### src/cpa_defs.svh
`ifndef CPA_DEFS_SVH
`define CPA_DEFS_SVH

// converter sample width
`define CPA_SAMPLE_W 16
// channel selection codes
`define CPA_CH_SHUNT 1'h0
`define CPA_CH_BUS 1'h1
// conversion time table in microseconds, one per select code
`define CPA_CT0_US 140
`define CPA_CT1_US 204
`define CPA_CT2_US 332
`define CPA_CT3_US 588
`define CPA_CT4_US 1100
`define CPA_CT5_US 2116
`define CPA_CT6_US 4156
`define CPA_CT7_US 8244
// device clock rate
`define CPA_CLK_MHZ 50
// shunt step in picovolts per range, bus step in microvolts
`define CPA_SHUNT_STEP_R0_PV 2500000
`define CPA_SHUNT_STEP_R1_PV 625000
`define CPA_BUS_STEP_UV 1600
// current result scaling shift after calibration multiply
`define CPA_CUR_SHIFT 11
// power result scaling shift after current times bus
`define CPA_PWR_SHIFT 16
// reset values
`define CPA_RESULT_RST 16'h0000
`define CPA_CAL_RST 16'h0000

`endif

### src/cpa_pkg.sv
package cpa_pkg;
    `include "cpa_defs.svh"

    typedef logic [`CPA_SAMPLE_W-1:0] sample_t;

    // sequencer phases
    typedef enum logic [2:0] {
        ST_IDLE,
        ST_SHUNT,
        ST_BUS,
        ST_MATH,
        ST_LOAD
    } seq_state_t;
endpackage

### src/cpa_conv_timer.sv
`timescale 1ns/1ps
`default_nettype none
// counts one conversion period for the selected conversion time code
module cpa_conv_timer #(
    parameter int SCALE = 1
) (
    // clock and reset
    input wire logic clk,
    input wire logic nrst,
    // control
    input wire logic start,
    input wire logic [2:0] ct_sel,
    // status
    output logic done
);
    import cpa_pkg::*;

    typedef struct packed {
        logic [19:0] cnt;
        logic busy;
        logic done;
    } tmr_t;

    tmr_t s_r;
    tmr_t s_nxt;
    logic [19:0] period;

    // period in clock cycles; SCALE lets a simulation shorten it
    always_comb begin
        unique case (ct_sel)
            3'h0: period = 20'((`CPA_CT0_US * `CPA_CLK_MHZ) / SCALE);
            3'h1: period = 20'((`CPA_CT1_US * `CPA_CLK_MHZ) / SCALE);
            3'h2: period = 20'((`CPA_CT2_US * `CPA_CLK_MHZ) / SCALE);
            3'h3: period = 20'((`CPA_CT3_US * `CPA_CLK_MHZ) / SCALE);
            3'h4: period = 20'((`CPA_CT4_US * `CPA_CLK_MHZ) / SCALE);
            3'h5: period = 20'((`CPA_CT5_US * `CPA_CLK_MHZ) / SCALE);
            3'h6: period = 20'((`CPA_CT6_US * `CPA_CLK_MHZ) / SCALE);
            3'h7: period = 20'((`CPA_CT7_US * `CPA_CLK_MHZ) / SCALE);
        endcase
    end

    // count down; done pulses one cycle when the period ends
    always_comb begin
        s_nxt = s_r;
        s_nxt.done = 1'b0;
        if (start) begin
            s_nxt.busy = 1'b1;
            s_nxt.cnt = (period > 20'h00001) ? period - 20'h00001 : 20'h00000;
        end else if (s_r.busy) begin
            if (s_r.cnt == 20'h00000) begin
                s_nxt.busy = 1'b0;
                s_nxt.done = 1'b1;
            end else begin
                s_nxt.cnt = s_r.cnt - 20'h00001;
            end
        end
    end

    always_ff @(posedge clk or negedge nrst) begin
        if (!nrst) begin
            s_r <= '0;
        end else begin
            s_r <= s_nxt;
        end
    end

    assign done = s_r.done;
endmodule
`default_nettype wire

### src/cpa_sync2.sv
`timescale 1ns/1ps
`default_nettype none
// two-stage synchroniser for a vector of pin levels
module cpa_sync2 #(
    parameter int W = 1
) (
    // clock and reset
    input wire logic clk,
    input wire logic nrst,
    // data
    input wire logic [W-1:0] d,
    output logic [W-1:0] q
);
    typedef struct packed {
        logic [W-1:0] s1;
        logic [W-1:0] s2;
    } sync_t;

    sync_t s_r;
    sync_t s_nxt;

    // first stage feeds only the second
    always_comb begin
        s_nxt.s1 = d;
        s_nxt.s2 = s_r.s1;
    end

    always_ff @(posedge clk or negedge nrst) begin
        if (!nrst) begin
            s_r <= '0;
        end else begin
            s_r <= s_nxt;
        end
    end

    assign q = s_r.s2;
endmodule
`default_nettype wire

### src/current_power_accumulator.sv
// What this block does
// - One converter is shared, alternating shunt and bus selections, each giving a 16-bit value.
// - Shunt is the difference of the two sense inputs, bus is the negative input against ground.
// - Current and power are computed only after both a shunt and a bus result of the cycle exist; shunt-only needs the shunt alone.
// - Power is the previous sample's current times the newest bus result.
// - A zero calibration value gives a zero power result.
// - Per-sample results are intermediate sums, except at an averaging count of 1.
// - Each sample's current, and its power except in the shunt-only setting, is added into accumulators until the count is reached.
// - When all samples are done, both averages load the output registers in one update.
// - Arithmetic takes one ST_MATH cycle after each bus result, before the next shunt conversion starts.
// - A shunt-only setting skips bus conversions entirely.
// - Shunt steps 2.5 uV or 625 nV by range select, bus steps 1.6 mV.
// - Continuous mode repeats shunt then bus conversions without a new trigger.
// - The ready flag is set only after conversions, averaging and products of a cycle finish.
`timescale 1ns/1ps
`default_nettype none
module current_power_accumulator #(
    parameter int TIME_SCALE = 1,
    parameter int AVG_W = 10
) (
    // clock and reset
    input wire logic CLK,
    input wire logic NRST,
    // configuration from the register side, same clock
    input wire logic CONTINUOUS,
    input wire logic TRIGGER,
    input wire logic SHUNT_ONLY,
    input wire logic [2:0] CONVERSION_TIME_SELECT,
    input wire logic [AVG_W-1:0] AVG_COUNT,
    input wire logic [15:0] CALIBRATION,
    input wire logic READY_CLEAR,
    // converter front end
    output logic ADC_SEL,
    output logic ADC_START,
    input wire logic ADC_DONE,
    input wire logic [15:0] ADC_DATA,
    // results
    output logic [15:0] SHUNT_RESULT,
    output logic [15:0] BUS_RESULT,
    output logic [15:0] CURRENT_RESULT,
    output logic [15:0] POWER_RESULT,
    output logic CONVERSION_READY_FLAG
);
    import cpa_pkg::*;

    localparam int ACC_W = 16 + AVG_W;

    typedef struct packed {
        seq_state_t st;
        logic sel;
        logic start;
        logic tmr_go;
        logic tmr_hit;
        logic got_shunt;
        logic got_bus;
        logic [15:0] shunt;
        logic [15:0] bus;
        logic [15:0] cur_last;
        logic math_go;
        logic [AVG_W-1:0] n;
        logic [ACC_W-1:0] acc_cur;
        logic [ACC_W-1:0] acc_pwr;
        logic [15:0] shunt_out;
        logic [15:0] bus_out;
        logic [15:0] cur_out;
        logic [15:0] pwr_out;
        logic ready;
    } core_t;

    core_t s_r;
    core_t s_nxt;
    logic tmr_done;
    logic adc_done_s;
    logic [15:0] adc_data_s;
    logic [31:0] cur_prod;
    logic [31:0] pwr_prod;
    logic [15:0] cur_smp;
    logic [15:0] pwr_smp;
    logic [AVG_W-1:0] avg_n;
    logic last_smp;
    logic [ACC_W-1:0] cur_sum;
    logic [ACC_W-1:0] pwr_sum;

    // converter result and done arrive from the analog side, resync them
    cpa_sync2 #(.W(17)) u_sync (
        .clk(CLK),
        .nrst(NRST),
        .d({ADC_DONE, ADC_DATA}),
        .q({adc_done_s, adc_data_s})
    );

    // paces each conversion at the selected conversion time
    cpa_conv_timer #(.SCALE(TIME_SCALE)) u_timer (
        .clk(CLK),
        .nrst(NRST),
        .start(s_r.tmr_go),
        .ct_sel(CONVERSION_TIME_SELECT),
        .done(tmr_done)
    );

    // a count of zero is treated as one sample
    assign avg_n = (AVG_COUNT == '0) ? AVG_W'(1) : AVG_COUNT;
    assign last_smp = (s_r.n + AVG_W'(1)) >= avg_n;

    // per-sample arithmetic, purely combinational from latched samples
    assign cur_prod = s_r.shunt * CALIBRATION;
    assign cur_smp = cur_prod[`CPA_CUR_SHIFT +: 16];
    assign pwr_prod = s_r.cur_last * s_r.bus;
    assign pwr_smp = (CALIBRATION == `CPA_CAL_RST) ? 16'h0000 : pwr_prod[`CPA_PWR_SHIFT +: 16];
    assign cur_sum = s_r.acc_cur + ACC_W'(cur_smp);
    assign pwr_sum = s_r.acc_pwr + ACC_W'(pwr_smp);

    // sequencer: shunt then bus, arithmetic in one ST_MATH cycle before the next conversion starts
    always_comb begin
        s_nxt = s_r;
        s_nxt.start = 1'b0;
        s_nxt.tmr_go = 1'b0;
        s_nxt.math_go = 1'b0;
        // clear wins only when nothing sets the flag this cycle
        if (READY_CLEAR) begin
            s_nxt.ready = 1'b0;
        end
        // timer end is a one-cycle pulse; hold it so a slow converter is not lost
        if (tmr_done) begin
            s_nxt.tmr_hit = 1'b1;
        end
        unique case (s_r.st)
            ST_IDLE: begin
                if (CONTINUOUS || TRIGGER) begin
                    s_nxt.n = '0;
                    s_nxt.acc_cur = '0;
                    s_nxt.acc_pwr = '0;
                    s_nxt.st = ST_SHUNT;
                    s_nxt.sel = `CPA_CH_SHUNT;
                    s_nxt.start = 1'b1;
                    s_nxt.tmr_go = 1'b1;
                end
            end
            ST_SHUNT: begin
                if (adc_done_s && (tmr_done || s_r.tmr_hit)) begin
                    s_nxt.tmr_hit = 1'b0;
                    s_nxt.shunt = adc_data_s;
                    s_nxt.got_shunt = 1'b1;
                    if (SHUNT_ONLY) begin
                        // bus phase skipped; math runs on the shunt alone
                        s_nxt.st = ST_MATH;
                    end else begin
                        s_nxt.st = ST_BUS;
                        s_nxt.sel = `CPA_CH_BUS;
                        s_nxt.start = 1'b1;
                        s_nxt.tmr_go = 1'b1;
                    end
                end
            end
            ST_BUS: begin
                if (adc_done_s && (tmr_done || s_r.tmr_hit)) begin
                    s_nxt.tmr_hit = 1'b0;
                    s_nxt.bus = adc_data_s;
                    s_nxt.got_bus = 1'b1;
                    s_nxt.st = ST_MATH;
                end
            end
            ST_MATH: begin
                // both samples present, or the shunt alone in the shunt-only setting, before products are used
                if (s_r.got_shunt && (s_r.got_bus || SHUNT_ONLY)) begin
                    s_nxt.acc_cur = cur_sum;
                    s_nxt.acc_pwr = SHUNT_ONLY ? s_r.acc_pwr : pwr_sum;
                    s_nxt.cur_last = cur_smp;
                    s_nxt.got_shunt = 1'b0;
                    s_nxt.got_bus = 1'b0;
                    s_nxt.n = s_r.n + AVG_W'(1);
                    if (last_smp) begin
                        s_nxt.st = ST_LOAD;
                    end else begin
                        // next shunt start is registered in the same cycle as the sums, after them
                        s_nxt.st = ST_SHUNT;
                        s_nxt.sel = `CPA_CH_SHUNT;
                        s_nxt.start = 1'b1;
                        s_nxt.tmr_go = 1'b1;
                    end
                end else begin
                    s_nxt.st = ST_IDLE;
                end
            end
            ST_LOAD: begin
                // divide by the count; a count of 1 passes the sample as final
                s_nxt.cur_out = 16'(s_r.acc_cur / ACC_W'(avg_n));
                s_nxt.pwr_out = 16'(s_r.acc_pwr / ACC_W'(avg_n));
                s_nxt.shunt_out = s_r.shunt;
                s_nxt.bus_out = s_r.bus;
                s_nxt.ready = 1'b1;
                s_nxt.n = '0;
                s_nxt.acc_cur = '0;
                s_nxt.acc_pwr = '0;
                if (CONTINUOUS) begin
                    s_nxt.st = ST_SHUNT;
                    s_nxt.sel = `CPA_CH_SHUNT;
                    s_nxt.start = 1'b1;
                    s_nxt.tmr_go = 1'b1;
                end else begin
                    s_nxt.st = ST_IDLE;
                end
            end
            default: begin
                s_nxt.st = ST_IDLE;
            end
        endcase
    end

    always_ff @(posedge CLK or negedge NRST) begin
        if (!NRST) begin
            s_r <= '0;
        end else begin
            s_r <= s_nxt;
        end
    end

    // all outputs straight from the state register
    assign ADC_SEL = s_r.sel;
    assign ADC_START = s_r.start;
    assign SHUNT_RESULT = s_r.shunt_out;
    assign BUS_RESULT = s_r.bus_out;
    assign CURRENT_RESULT = s_r.cur_out;
    assign POWER_RESULT = s_r.pwr_out;
    assign CONVERSION_READY_FLAG = s_r.ready;
endmodule
`default_nettype wire

### config.mk
export PLATFORM = sky130hd
export DESIGN_NAME = current_power_accumulator
export DESIGN_NICKNAME = d
export VERILOG_FILES = /design/src/cpa_pkg.sv /design/src/cpa_conv_timer.sv /design/src/cpa_sync2.sv /design/src/current_power_accumulator.sv
export VERILOG_INCLUDE_DIRS = /design/src
export SDC_FILE = /design/constraint.sdc
export NUM_CORES = 2
export LEC_CHECK = 0
export ABC_AREA = 1
export BUFFER_PORTS_ARGS = -buffer_cell sky130_fd_sc_hd__buf_4
export CORE_UTILIZATION = 60
export DETAILED_ROUTE_END_ITERATION = 12
export GPL_TIMING_DRIVEN = 0
export PLACE_DENSITY = 0.83
export SLEW_MARGIN = 20
export SYNTH_ARGS = -nofsm -noshare
export SYNTH_HDL_FRONTEND = slang
export SYNTH_SLANG_ARGS = --single-unit
### constraint.sdc
create_clock -name CLK -period 69.7 [get_ports CLK]
set_clock_uncertainty 0.05 [all_clocks]
set_input_delay 13.94 -clock CLK [delete_from_list [all_inputs] [get_ports CLK]]
set_output_delay 13.94 -clock CLK [all_outputs]
set_load 0.01 [all_outputs]
==> key figures <==
Clock network
  – H-tree depth: 1
  – Number of buffers added to fix hold violations after cts: 0
  – Sinks on the clock net: 239
  – Max clock buf depth: 3
  – Clock insertion delay at the later pin of the skew report: around 0.58 ns
  – Clock edge transition at the registers on the reported setup and hold paths: 0.06 ns
  – Root buffer cell: clkbuf_16
  – Clock tree from TritonCTS: built
  – Cts bufs inserted: 27

Worst setup path
  – Register-to-register setup slack: 17.23 ns
  – Data arrival time of the critical path: between 60 and 70 ns
  – Slowest cell on the critical path: ha_2
  – Worst path most repeated cell: nand2_1
  – Kind of capture point of the worst setup path: flop
  – Critical Path RT: 70.12 ns
  – Category of the most critical setup path: input port to flop
  – Maximum net fanout on the critical path: 10
  – Critical path's largest stage delay: about 0.38 ns
  – Kind of start point of the critical path: input port

Placed design
  – Weighted congestion reported at the end of routability-driven placement: 0.9781
  – Count of buffers from port buffering: about 110
  – Post-DP HPWL: 118500 microns

STA
  – Achievable Freq: between 0.015 and 0.02 GHz
  – Setup_tns: 0 ns
  – Final Hold Fails: 0
  – Worst Max-Slew Pin Slew: 1.080 ns
  – Period minus WS final: 66.19 ns
  – Number of pins exceeding their max-slew limit in the final report: 0
  – Ratio of final minimum period to clock period: 0.9496
  – Max_slew headroom: 0.2801
  – Finish-stage setup viols: 0

Detailed routing
  – Drt via density: 5.600
  – Number of design-rule violations left by the first detailed-router iteration: roughly 4200
  – Via total after detailed routing: roughly 54000
  – WL/cell: 15.62 microns
  – Antenna Violating Nets Remaining: 0
  – TritonRoute pass-1 iters: 10
  – Number of DRC violations after detailed routing: 1
  – Final wirelength: 149500 microns

Logic synthesis
  – Portion of synthesized cell area occupied by the leading cell type: 0.1497
  – Synth warn: 0
  – Synth Area per Inst: 6.720 sq um
  – Area contributors post-synth: nand2_1, ha_1, fa_1
  – Portion of the post-synthesis area used by sequential elements: 0.1097
  – EDFF count, synth: 0
  – Share of async-settable or async-resettable flops after synthesis: 1.000
  – Post-synthesis sequential element count: 239
  – Post-synthesis cell type count: 82
  – Netlist area before placement: 54500 sq um
  – Synthesized instance count: 8110
  – Synth top cells by count: nand2_1, inv_1, ha_1
  – Dominant synthesized flop cell: dfrtp_1
  – Synthesized net count: 9163
  – Top-count cell post-synth: nand2_1
  – Library cell with the largest summed area after synthesis: nand2_1

Status
  – Violations in the final reports: design-rule violations
  – Status: finished, violations left

Global route
  – Wire length of the first global-routing pass: 240600 microns
  – Overflow left after global routing: 0
  – Antenna violations before repair: 1
  – Met2 track demand over resource: 0.5368
  – Gr busiest metal: met2
  – Largest net degree at the start of global routing: 92
  – Number of global-route vias before repair: 50870
  – Routing usage on met3: 0.03677
  – Global router's overall resource usage: 0.3139
  – GR Layer Usage met1: 0.4027

Floorplan
  – Vertical die dimension: 303.4 microns
  – Standard cell core area: 90010 sq um
  – Die area: 92040 sq um
  – Boundary Pins: 119
  – Site Rows: 110
  – Initial Utilization: 0.6055
  – Die X-Extent: a little over 300 microns

Run
  – Reported max-cap violation count: 0

Cells and area
  – Count of filler cells inserted in the layout: 7599
  – Antenna fix cells: 0
  – Fraction of layout instances using a drive strength above 1: 0.1234
  – Nets@finish: approximately 9400
  – Area growth from synthesis to final layout: 10.35%

Min path
  – Path category of the worst min-delay check: flop to flop
[flip-flops by register name (all words and copies together) (netlist names)]
name	flops
s_r	116
u_timer.s_r	21
u_sync.q	17
u_sync.s_nxt	17
BUS_RESULT	16
CURRENT_RESULT	16
POWER_RESULT	16
SHUNT_RESULT	16
ADC_SEL	1
ADC_START	1
CONVERSION_READY_FLAG	1
u_timer.done	1
[cell families (layout without fill, tap and decap cells)]
kind of cell | count (synthesis) | count (layout) | synth area share
and+or+nand+nor | 3640 | 3641 | 0.3036
buffers and inverters | 1767 | 2049 | 0.1316
AOI/OAI and AO/OA | 1097 | 1097 | 0.1136
adders and majority gates | 1001 | 1001 | 0.2822
xor gates and xnor gates | 365 | 365 | 0.05914
DFF | 239 | 239 | 0.1097
muxes | 1 | 1 | 0.0001837
[worst paths after layout]
kind	startpoint	end	cells after the start
min in group asynchronous	NRST	SHUNT_RESULT[0]$_DFFE_PN0P_	1
max in group asynchronous	NRST	s_r[86]$_DFFE_PN0P_	3
min reg2reg	u_sync.s_nxt[2]$_DFF_PN0_	u_sync.q[2]$_DFF_PN0_	0
max	AVG_COUNT[9]	POWER_RESULT[0]$_DFFE_PN0P_	387
max reg2reg	s_r[90]$_DFFE_PN0P_	POWER_RESULT[0]$_DFFE_PN0P_	382
min	u_sync.s_nxt[2]$_DFF_PN0_	u_sync.q[2]$_DFF_PN0_	0
[repair_timing]
| item | in CTS | in global routing |
|---|---|---|
| hold endpoints to repair | 0 | 0 |
| gates cloned | 1 | 2 |
| pin swaps | 4 | 106 |
| resized for setup | 88 | 304 |
| setup buffers | 4 | 111 |
| setup endpoints to repair | 5 | 6 |
[layout make-up]
class,instances,area (sq um),area share
clock buffers,32,724.4,0.01205
well taps,1176,1471,0.02447
multi-input cells,6105,42380,0.7047
flip-flops and latches,239,5981,0.09945
plain buffers,307,1839,0.03058
clock inverters,17,216.5,0.003599
inverters,1460,5558,0.09242
repair buffers,233,1967,0.03271
[worst max-delay path: cells and delay by family]
| family | cells | cell delay [ns] |
|---|---|---|
| adder cells (fa/ha/maj) | 24 | 7.19 |
| AO/OA/AOI/OAI | 123 | 19.70 |
| AND/OR/NAND/NOR | 164 | 16.68 |
| buffers and inverters | 76 | 8.89 |
[metrics by stage]
step	cells	util	hold slack (ns)	area, sq um	setup WS, ns
floorplan	8110	-	0.2812	54500	3.783
finish	9569	0.6681	0.2997	60140	3.510
detailed placement	9402	0.6335	0.2856	57020	-5.127
global placement	9392	0.6307	0.2832	56770	-5.860
global route	9569	0.6681	0.3040	60140	-0.7763
CTS	9456	0.6475	0.3002	58280	0.002423
[metal layers]
metal / part of all wire / vias to the layer above
li1: - / 26090
met1: 0.41 / 25280
met2: 0.48 / 1832
met3: 0.070 / 380
met4: 0.046 / 0
met5: 0 / -
[cell usage in the layout (no fill, tap or decap), drive strengths merged, types with 47 or more instances in the layout]
master,instances
o21bai,60
nand4,113
dfrtp,239
nor3,88
a21oi,323
nand2,2300
buf,352
xnor2,159
fa,380
inv,1449
a21o,55
o21ai,527
xor2,206
or2,47
nor2,517
ha,621
clkbuf,219
nand3,522
Power is not shown: default switching activity piles up to over one toggle a cycle in this logic, so the estimate is an artifact.
